$ cat src/shared/mode_pkg.sv
// Package with mode codes, timing constants and reset values for the operating-mode sequencer
package mode_pkg;
    // Operating modes, Gray coded along init->normal->stop and onward
    typedef enum logic [2:0] {
        MODE_INIT = 3'b000,
        MODE_NORMAL = 3'b001,
        MODE_STOP = 3'b011,
        MODE_SLEEP = 3'b010,
        MODE_RESTART = 3'b110,
        MODE_FAILSAFE = 3'b111
    } op_mode_t;

    // Host-requested mode codes carried in the mode bits of a frame
    localparam logic [2:0] REQ_NORMAL = 3'h0;
    localparam logic [2:0] REQ_SLEEP = 3'h1;
    localparam logic [2:0] REQ_STOP = 3'h2;
    localparam logic [2:0] REQ_RESET = 3'h3;

    // Frame field positions
    localparam int FRAME_WIDTH = 16;
    localparam int MODE_LSB = 0;
    localparam int MODE_WIDTH = 3;
    localparam int WRITE_BIT = 15;
    localparam int WD_CLEAR_BIT = 14;

    // Timing in microseconds and derived cycle counts at 100 MHz
    localparam int CLK_MHZ = 100;
    localparam int RESET_DELAY_TIME_US = 10;
    localparam int LONG_OPEN_WINDOW_TIME_US = 200;
    localparam int RESET_DELAY_CYCLES = RESET_DELAY_TIME_US * CLK_MHZ;
    localparam int LONG_OPEN_WINDOW_CYCLES = LONG_OPEN_WINDOW_TIME_US * CLK_MHZ;

    // Reset values
    localparam logic [2:0] MODE_BITS_RESET = 3'h0;
    localparam logic CFG_RESET = 1'b0;
    // Enabled edges after reset before the pin synchronisers show real pin levels
    localparam logic [1:0] SYNC_SETTLE_CYCLES = 2'h2;
endpackage

$ cat src/rtl/cycle_timer.sv
// Down-counting timer that flags expiry after a loaded number of cycles
`timescale 1ns/10ps
`default_nettype none
module cycle_timer
#(
    parameter int WIDTH = 16
)
(
    // Clock and reset
    input wire logic clk,
    input wire logic reset_n,
    input wire logic clk_en,
    // Control
    input wire logic load,
    input wire logic [WIDTH-1:0] load_value,
    input wire logic run,
    // Status
    output logic expired
);
    // Remaining cycles
    logic [WIDTH-1:0] count_reg;

    // Load wins over counting; counting holds while run is low
    always_ff @(posedge clk or negedge reset_n)
    begin
        if (!reset_n)
        begin
            count_reg <= '0;
        end
        else if (clk_en)
        begin
            if (load)
            begin
                count_reg <= load_value;
            end
            else if (run && count_reg != '0)
            begin
                count_reg <= count_reg - 1'b1;
            end
        end
    end

    // Expiry is a level while the count rests at zero and no load is pending
    assign expired = (count_reg == '0) && !load;
endmodule
`default_nettype wire

$ cat src/rtl/op_mode_fsm.sv
// Operating-mode state machine with power-on configuration capture
//
// Overview of operation
// - Six modes, exactly one active at once.
// - Enter init at power-up and soft reset.
// - Stop mode keeps main regulator enabled.
// - Sleep mode switches main regulator off.
// - Restart after wake or failure; reset controller.
// - Restart returns to normal after reset delay.
// - Critical failure enters fail-safe, regulator off.
// - Fail-safe held until wake or temperature clears.
// - Development mode halts watchdog, modes stay reachable.
// - Test pin low in init selects development.
// - Control and diagnosis via 16-bit serial frames.
// - Host selects mode via mode bits.
// - Mode bits cleared passing through restart.
// - Start in init, watchdog long open window.
// - Capture watchdog/overvoltage behaviour from config pin.
// - Capture development choice from test pin.
// - First frame in init moves to normal.
// - No trigger in long window causes restart.
`timescale 1ns/10ps
`default_nettype none
module op_mode_fsm
    import mode_pkg::*;
#(
    parameter int LONG_WINDOW_CYCLES = LONG_OPEN_WINDOW_CYCLES,
    parameter int TIMER_WIDTH = 24
)
(
    // Clock, power-on reset and clock enable
    input wire logic clk,
    input wire logic reset_n,
    input wire logic clk_en,
    // Received serial frame from the frame decoder, same clock
    input wire logic frame_valid,
    input wire logic [FRAME_WIDTH-1:0] frame_data,
    // Watchdog service and failure events, same clock
    input wire logic wd_trigger,
    input wire logic wd_fail,
    // Supply and thermal supervision, same clock
    input wire logic main_regulator_uv,
    input wire logic main_regulator_ov,
    input wire logic overtemp,
    // Wake sources, asynchronous pins
    input wire logic can_wake,
    input wire logic lin_wake,
    input wire logic [2:0] wake_input_pins,
    // Configuration pins, asynchronous
    input wire logic int_cfg_pin,
    input wire logic fail_out3_test_pin,
    // Mode outputs
    output logic [2:0] mode_state,
    output logic [2:0] mode_bits,
    output logic main_regulator_output,
    output logic mcu_reset_n,
    output logic [FRAME_WIDTH-1:0] status_frame,
    // Captured configuration and sticky watchdog failure flag
    output logic cfg_restart_on_fail,
    output logic dev_mode,
    output logic wd_halted,
    output logic wd_fail_flag
);
    //////////////////////////////////////////////////////////////////////////////////////////
    // Pin synchronisation

    // Synchronised pin levels
    logic int_cfg_s;
    logic test_pin_s;
    logic can_wake_s;
    logic lin_wake_s;
    logic [2:0] wk_s;
    // Raw and synchronised pins, one entry per pin
    logic [6:0] pins_raw;
    logic [6:0] pins_s;

    assign pins_raw = {wake_input_pins, lin_wake, can_wake, fail_out3_test_pin, int_cfg_pin};
    assign {wk_s, lin_wake_s, can_wake_s, test_pin_s, int_cfg_s} = pins_s;

    // One synchroniser per asynchronous pin
    genvar gi;
    generate
        for (gi = 0; gi < 7; gi++)
        begin : g_sync
            pin_sync u_sync
            (
                .clk(clk),
                .reset_n(reset_n),
                .clk_en(clk_en),
                .pin_in(pins_raw[gi]),
                .pin_sync_out(pins_s[gi])
            );
        end
    endgenerate

    //////////////////////////////////////////////////////////////////////////////////////////
    // State and timers

    // Current mode and next mode
    op_mode_t state_reg;
    op_mode_t state_next;
    // Mode bits as seen by the host
    logic [2:0] mode_bits_reg;
    // Power-on capture done flag
    logic captured_reg;
    // Enabled edges counted while the synchronisers fill
    logic [1:0] settle_reg;
    // Captured configuration
    logic cfg_reg;
    logic dev_reg;
    // Sticky watchdog failure
    logic wd_fail_reg;
    // Timer controls and status
    logic rd_load;
    logic rd_expired;
    logic lw_load;
    logic lw_expired;
    logic lw_run;
    // Combined events
    logic any_wake;
    logic failure;
    logic lw_timeout;
    logic [2:0] req_mode;
    logic host_write;

    assign any_wake = can_wake_s | lin_wake_s | (|wk_s);
    assign req_mode = frame_data[MODE_LSB +: MODE_WIDTH];
    assign host_write = frame_valid && frame_data[WRITE_BIT];

    // Long window runs only in init, and never in development mode
    assign lw_run = (state_reg == MODE_INIT) && !dev_reg;
    assign lw_timeout = lw_run && lw_expired && captured_reg;
    // Watchdog failures count only when the watchdog runs
    assign failure = (wd_fail && !dev_reg) || main_regulator_uv || lw_timeout
        || (main_regulator_ov && captured_reg);

    // Reset delay timer for restart mode
    cycle_timer #(.WIDTH(TIMER_WIDTH)) u_rd_timer
    (
        .clk(clk),
        .reset_n(reset_n),
        .clk_en(clk_en),
        .load(rd_load),
        .load_value(TIMER_WIDTH'(RESET_DELAY_CYCLES)),
        .run(!failure),
        .expired(rd_expired)
    );

    // Long open window timer, armed at power-on
    cycle_timer #(.WIDTH(TIMER_WIDTH)) u_lw_timer
    (
        .clk(clk),
        .reset_n(reset_n),
        .clk_en(clk_en),
        .load(lw_load),
        .load_value(TIMER_WIDTH'(LONG_WINDOW_CYCLES)),
        .run(lw_run),
        .expired(lw_expired)
    );

    // Load the window on every enabled edge until capture; a trigger re-arms it only while the window runs
    assign lw_load = (!captured_reg) || (lw_run && wd_trigger);
    // Restart delay restarts on every cycle spent outside restart
    assign rd_load = (state_reg != MODE_RESTART) || failure;

    //////////////////////////////////////////////////////////////////////////////////////////
    // Power-on configuration capture

    // Sampled once the synchronisers hold real pin levels, then frozen until the next power-on
    always_ff @(posedge clk or negedge reset_n)
    begin
        if (!reset_n)
        begin
            settle_reg <= 2'h0;
            captured_reg <= 1'b0;
            cfg_reg <= CFG_RESET;
            dev_reg <= CFG_RESET;
        end
        else if (clk_en && !captured_reg)
        begin
            // Synchroniser outputs still show their reset level, which would fake a low test pin
            if (settle_reg != SYNC_SETTLE_CYCLES)
            begin
                settle_reg <= settle_reg + 2'h1;
            end
            else
            begin
                captured_reg <= 1'b1;
                cfg_reg <= int_cfg_s;
                dev_reg <= !test_pin_s;
            end
        end
    end

    //////////////////////////////////////////////////////////////////////////////////////////
    // Mode transitions

    // Next-mode decision; failures take priority over host requests
    always_comb
    begin
        state_next = state_reg;
        unique case (state_reg)
            MODE_INIT:
            begin
                // Wake events are ignored in init
                if (failure)
                begin
                    state_next = MODE_RESTART;
                end
                else if (frame_valid && captured_reg)
                begin
                    state_next = MODE_NORMAL;
                end
            end
            MODE_NORMAL, MODE_STOP:
            begin
                if (failure)
                begin
                    // Config pin pulled up selects restart, else fail-safe
                    state_next = cfg_reg ? MODE_RESTART : MODE_FAILSAFE;
                end
                else if (host_write)
                begin
                    // Host selection of the next mode
                    unique case (req_mode)
                        REQ_NORMAL: state_next = MODE_NORMAL;
                        REQ_SLEEP: state_next = MODE_SLEEP;
                        REQ_STOP: state_next = MODE_STOP;
                        REQ_RESET: state_next = MODE_INIT;
                        default: state_next = state_reg;
                    endcase
                end
            end
            MODE_SLEEP:
            begin
                if (any_wake)
                begin
                    state_next = MODE_RESTART;
                end
            end
            MODE_RESTART:
            begin
                if (!failure && rd_expired)
                begin
                    state_next = MODE_NORMAL;
                end
            end
            MODE_FAILSAFE:
            begin
                if (any_wake || !overtemp)
                begin
                    state_next = MODE_RESTART;
                end
            end
        endcase
    end

    // Single state register holds exactly one mode
    always_ff @(posedge clk or negedge reset_n)
    begin
        if (!reset_n)
        begin
            state_reg <= MODE_INIT;
        end
        else if (clk_en)
        begin
            state_reg <= state_next;
        end
    end

    //////////////////////////////////////////////////////////////////////////////////////////
    // Mode bits and sticky watchdog flag

    // Host writes outside init store the mode field; restart clears it
    always_ff @(posedge clk or negedge reset_n)
    begin
        if (!reset_n)
        begin
            mode_bits_reg <= MODE_BITS_RESET;
        end
        else if (clk_en)
        begin
            if (state_reg == MODE_RESTART)
            begin
                mode_bits_reg <= MODE_BITS_RESET;
            end
            else if (host_write && state_reg != MODE_INIT)
            begin
                mode_bits_reg <= req_mode;
            end
        end
    end

    // Set on a missed window or reported failure; a write with the clear bit clears, set wins
    always_ff @(posedge clk or negedge reset_n)
    begin
        if (!reset_n)
        begin
            wd_fail_reg <= 1'b0;
        end
        else if (clk_en)
        begin
            if (lw_timeout || (wd_fail && !dev_reg))
            begin
                wd_fail_reg <= 1'b1;
            end
            else if (host_write && frame_data[WD_CLEAR_BIT])
            begin
                wd_fail_reg <= 1'b0;
            end
        end
    end

    //////////////////////////////////////////////////////////////////////////////////////////
    // Outputs

    // Regulator follows mode; microcontroller held in reset during restart
    always_ff @(posedge clk or negedge reset_n)
    begin
        if (!reset_n)
        begin
            main_regulator_output <= 1'b1;
            mcu_reset_n <= 1'b0;
        end
        else if (clk_en)
        begin
            main_regulator_output <= (state_next != MODE_SLEEP)
                && (state_next != MODE_FAILSAFE);
            mcu_reset_n <= (state_next != MODE_RESTART) && captured_reg;
        end
    end

    // 16-bit diagnosis word read back by the host
    always_ff @(posedge clk or negedge reset_n)
    begin
        if (!reset_n)
        begin
            status_frame <= '0;
        end
        else if (clk_en)
        begin
            status_frame <= {7'h00, wd_fail_reg, dev_reg, cfg_reg, state_reg, mode_bits_reg};
        end
    end

    assign mode_state = state_reg;
    assign mode_bits = mode_bits_reg;
    assign cfg_restart_on_fail = cfg_reg;
    assign dev_mode = dev_reg;
    assign wd_halted = dev_reg;
    assign wd_fail_flag = wd_fail_reg;
endmodule
`default_nettype wire

$ cat src/rtl/pin_sync.sv
// Two-flop synchroniser for an asynchronous pin
`timescale 1ns/10ps
`default_nettype none
module pin_sync
(
    // Clock and reset
    input wire logic clk,
    input wire logic reset_n,
    input wire logic clk_en,
    // Pin in, synchronised level out
    input wire logic pin_in,
    output logic pin_sync_out
);
    // First stage, read only by the second stage
    logic meta_reg;

    // Both stages advance together when enabled
    always_ff @(posedge clk or negedge reset_n)
    begin
        if (!reset_n)
        begin
            meta_reg <= 1'b0;
            pin_sync_out <= 1'b0;
        end
        else if (clk_en)
        begin
            meta_reg <= pin_in;
            pin_sync_out <= meta_reg;
        end
    end
endmodule
`default_nettype wire

$ cat config.mk
export PLATFORM = sky130hd
export DESIGN_NAME = op_mode_fsm
export DESIGN_NICKNAME = d
export VERILOG_FILES = /design/src/shared/mode_pkg.sv /design/src/rtl/cycle_timer.sv /design/src/rtl/op_mode_fsm.sv /design/src/rtl/pin_sync.sv
export SDC_FILE = /design/constraint.sdc
export NUM_CORES = 1
export LEC_CHECK = 0
export BUFFER_PORTS_ARGS = -buffer_cell sky130_fd_sc_hd__buf_2
export CAP_MARGIN = 20
export CELL_PAD_IN_SITES_DETAIL_PLACEMENT = 2
export CELL_PAD_IN_SITES_GLOBAL_PLACEMENT = 2
export CORE_ASPECT_RATIO = 0.9
export CORE_UTILIZATION = 30
export DETAILED_ROUTE_END_ITERATION = 6
export GPL_TIMING_DRIVEN = 1
export PLACE_DENSITY = 0.75
export RECOVER_POWER = 50
export SETUP_SLACK_MARGIN = 0.2
export SYNTH_ARGS = -nofsm -noshare
export SYNTH_HDL_FRONTEND = slang
export SYNTH_SLANG_ARGS = --single-unit
$ cat constraint.sdc
create_clock -name clk -period 4.9 [get_ports clk]
set_input_delay 0.49 -clock clk [delete_from_list [all_inputs] [get_ports clk]]
set_output_delay 0.49 -clock clk [all_outputs]
set_load 0.1 [all_outputs]
==> results.txt <==
The async set-reset flop share out of synthesis is 100%. The number of global-route vias before repair is ~3,600. The multi-input gate area in the final layout is slightly below 2000 µm². The count of buffers from port buffering came out at 41. The routability congestion estimate is 0.777.

Clock tree synthesis selected as its root buffer the cell sky130_fd_sc_hd__clkbuf_16. The initial antenna violation count came to 0. The post-route DRC violation count came out at 0.

The startpoint identified for the worst hold timing path is wake_input_pins[2]. The proportion of synthesized chip area in sequential cells is 50.5%. IR analysis of the VDD net gives a maximum drop of 0.000172 V. The number of endpoints failing setup at the final stage is 0. Counting flops with a built-in enable in the synthesized netlist gives 0.

The starting density of the core is 31.2%. The clock transition at the register clock pins on the worst setup and hold paths after CTS is ~0.070 ns. The routed design could run at a clock period as short as 3.54 ns. Sorting the synthesized cells by area gives the leading types as sky130_fd_sc_hd__dfrtp_1, sky130_fd_sc_hd__mux2_2, sky130_fd_sc_hd__xnor2_1, sky130_fd_sc_hd__nor2_1, sky130_fd_sc_hd__nand2_1. Summing every instance area after synthesis gives 4210 µm².

The startpoint of the worst-slack reg-to-reg timing path is u_lw_timer.count_reg[0]. The total iterations of the first detailed-routing run is 4. The data required time of the worst path is 5.10 ns.

Measured against its own limit, the worst slew margin works out to -60.5%. The iteration-0 DRC count of the detailed router came out at 68. Synthesis produced between 400 and 500 cells. The highest fanout seen on the critical path is 48. The horizontal die dimension came out at 127 µm.

The terminating pin of the worst hold path is g_sync[6].u_sync.meta_reg. The number of vias per cell after detailed routing came out at between 5 and 6. The checks that failed: max-capacitance violations, max-slew violations. The depth of the worst register-to-register path came out at 9. TritonCTS built the clock tree.

The type of element capturing the critical path is a flop. At the worst endpoint, the arrival time is roughly 3.7 ns. Setup repair after global routing left no endpoint under its margin.

By count the netlist is led by sky130_fd_sc_hd__dfrtp_1, sky130_fd_sc_hd__nor2_1, sky130_fd_sc_hd__nand2_1. The count of state elements after synthesis came out at 85. Summed over all layers, the global routing overflow is 0. The number of instances on the worst hold path came out at 2. 60 I/O pins were placed.

The post-route standard cell area excluding fillers is 4810 µm². The first global-routing pass estimated 18,400 µm of wire. The maximum clock skew at final layout is 0.00445 ns. The buffer count from post-CTS setup fixing is 0.

The clock tree synthesis step divided the H-tree into 3 levels. The final net count is between 400 and 500. The number of max-capacitance violations reported is 2. The category of the most critical setup path is in2reg. The total negative setup slack came out at 0 ns. The total placed instance area is 4540 µm². After detailed routing, the average wire length per cell comes to 17.2 µm. In this run the critical register-to-register path is captured at u_lw_timer.count_reg[13]. The remaining antenna violation count after routing is 0. For the worst-skew pair, the clock arrives at the later sink with an insertion delay of 0.35 ns.

The number of diodes added for antenna fixing is 0. Across all register-to-register paths, the minimum setup slack is 1.79 ns. The floorplan step defined a die boundary enclosing 14,500 µm².

For this design the ratio of total power to cell area is 370 nW/µm². The final design utilization came out at 35.6%. The most used flip-flop cell after synthesis is sky130_fd_sc_hd__dfrtp_1. The count of cell types in the netlist came out at 57. The largest total area in the synthesized netlist belongs to sky130_fd_sc_hd__dfrtp_1. The static leakage came out at 2.11 nW.

The fill cell instance count of the final layout came out at 1,492. The number of buffers added to fix hold violations after cts came out at 0. The placeable core region came out at 13,500 µm². The share of Yosys cell area claimed by the top area cell type is ~50%. The register cell area after layout is around 2100 µm².

The share of layout cells above drive strength 1 is 20.4%. The height of the chip came out at 114 µm. Yosys instantiated no cell more often than sky130_fd_sc_hd__dfrtp_1. Post-CTS repair changed the size of 0 cells. The type of origin of the critical path is an input port. A synthesized cell averages approximately 10 µm². The slew at the pin closest to its max-slew limit is 2.41 ns. Clock tree synthesis found a total of 85 sinks.

The final count of hold timing violations came out at 0. The min-delay analysis places its worst path in the category in2reg. Global routing consumed, over all layers together, 16.2% of the routing resources. The total number of vias came out at around 3,200. The count of yosys warnings during synthesis came out at 0. The total half-perimeter wirelength after legalization and detailed placement came out at 7520 µm.

No sink is reached through more buffers than the 2 on the longest clock path. The largest net degree at the start of global routing is 49. The number of rows in the core area is 40.

The share of the cycle needed by the critical path after routing came out at 72.2%. The area added between synthesis and finish is 14.1%. The run finished, with violations left. The max-slew violation count came out at 91. Counting the buffers created by CTS gives 9. The routed wire length is roughly 11,000 µm. Static timing analysis puts the maximum clock frequency at 283 MHz.
worst max path at each step:
stage                             from                        to  slack, ns  depth (start not counted)
2_1_floorplan            mode_state[1]  u_rd_timer.count_reg[23]       1.97                         10
3_3_place_gp                wd_trigger  u_lw_timer.count_reg[13]       1.88                          8
3_5_place_dp   u_lw_timer.count_reg[0]  u_lw_timer.count_reg[13]       1.82                          9
4_1_cts        u_lw_timer.count_reg[0]  u_lw_timer.count_reg[13]       1.78                          9
5_1_grt                         clk_en  u_lw_timer.count_reg[18]       0.81                          5
6_report                        clk_en  u_lw_timer.count_reg[18]       1.36                          5
through the flow:
step	setup WS (ns)	instances	power [mW]	hold WS [ns]
floorplan	1.97	426	1.07	0.194
global placement	1.88	613	1.14	0.453
detailed placement	1.82	613	1.15	0.489
CTS	1.78	629	1.81	0.160
global route	0.805	629	1.86	0.370
finish	1.36	629	1.78	0.370
layer usage:
layer  global-route usage, %  vias to the layer above  routed length (µm)
li1                        -                     1503                   -
met1                    20.1                     1617                4950
met2                    28.1                       39                5420
met3                    3.08                       12                 298
met4                    6.19                        0                 152
met5                       0                        -                   0
final cells by class:
| cell class | instances | share of cell area (%) |
|---|---|---|
| flip-flops and latches | 85 | 44.3 |
| well taps | 168 | 4.37 |
| multi-input cells | 301 | 40.0 |
| clock buffers | 9 | 4.68 |
| repair buffers | 43 | 4.47 |
| inverters | 16 | 1.25 |
| clock inverters | 7 | 1.01 |
cell usage in the layout, fill, tap and decap left out, drive strengths merged, types with 2 or more instances in the layout:
cell / synthesis / layout
dfrtp: 84 / 84
nor2: 53 / 53
buf: 15 / 40
nand2: 37 / 37
xnor2: 28 / 28
nor3: 26 / 26
mux2: 26 / 26
inv: 16 / 19
o21ai: 18 / 18
nor4: 12 / 12
clkbuf: 9 / 12
a21oi: 11 / 11
xor2: 11 / 11
or3: 9 / 9
nand3: 8 / 8
conb: 1 / 7
or4: 5 / 5
nand4: 5 / 5
ha: 4 / 4
nand2b: 3 / 3
clkinv: 0 / 3
and2: 3 / 3
o41ai: 3 / 3
or2: 3 / 3
nand3b: 2 / 2
and3: 2 / 2
nor2b: 2 / 2
o31ai: 2 / 2
or4b: 2 / 2
nor4b: 2 / 2
o22ai: 2 / 2
worst max-delay path: stages:
cell and delay, ns:
sky130_fd_sc_hd__clkbuf_1 1.64, sky130_fd_sc_hd__nand4_1 0.84, sky130_fd_sc_hd__nor4_1 0.50, sky130_fd_sc_hd__xnor2_1 0.17, sky130_fd_sc_hd__nor2_1 0.06
cells by family after synthesis:
group,count (synthesis),synth area share [%]
buffers and inverters,40,4.42
adder cells (fa/ha/maj),4,1.19
AND/OR/NAND/NOR,179,21.6
flip-flops,85,50.5
AO/OA/AOI/OAI,45,6.83
multiplexers,27,7.27
other,1,0.0890
XOR/XNOR,39,8.11
report_power, final:
group	switching, mW	internal, mW
Clock	0.296	0.346
Sequential	0.0422	0.751
Combinational	0.260	0.0830
Total	0.599	1.18
No activity file was read; power rests on OpenSTA's default activity.
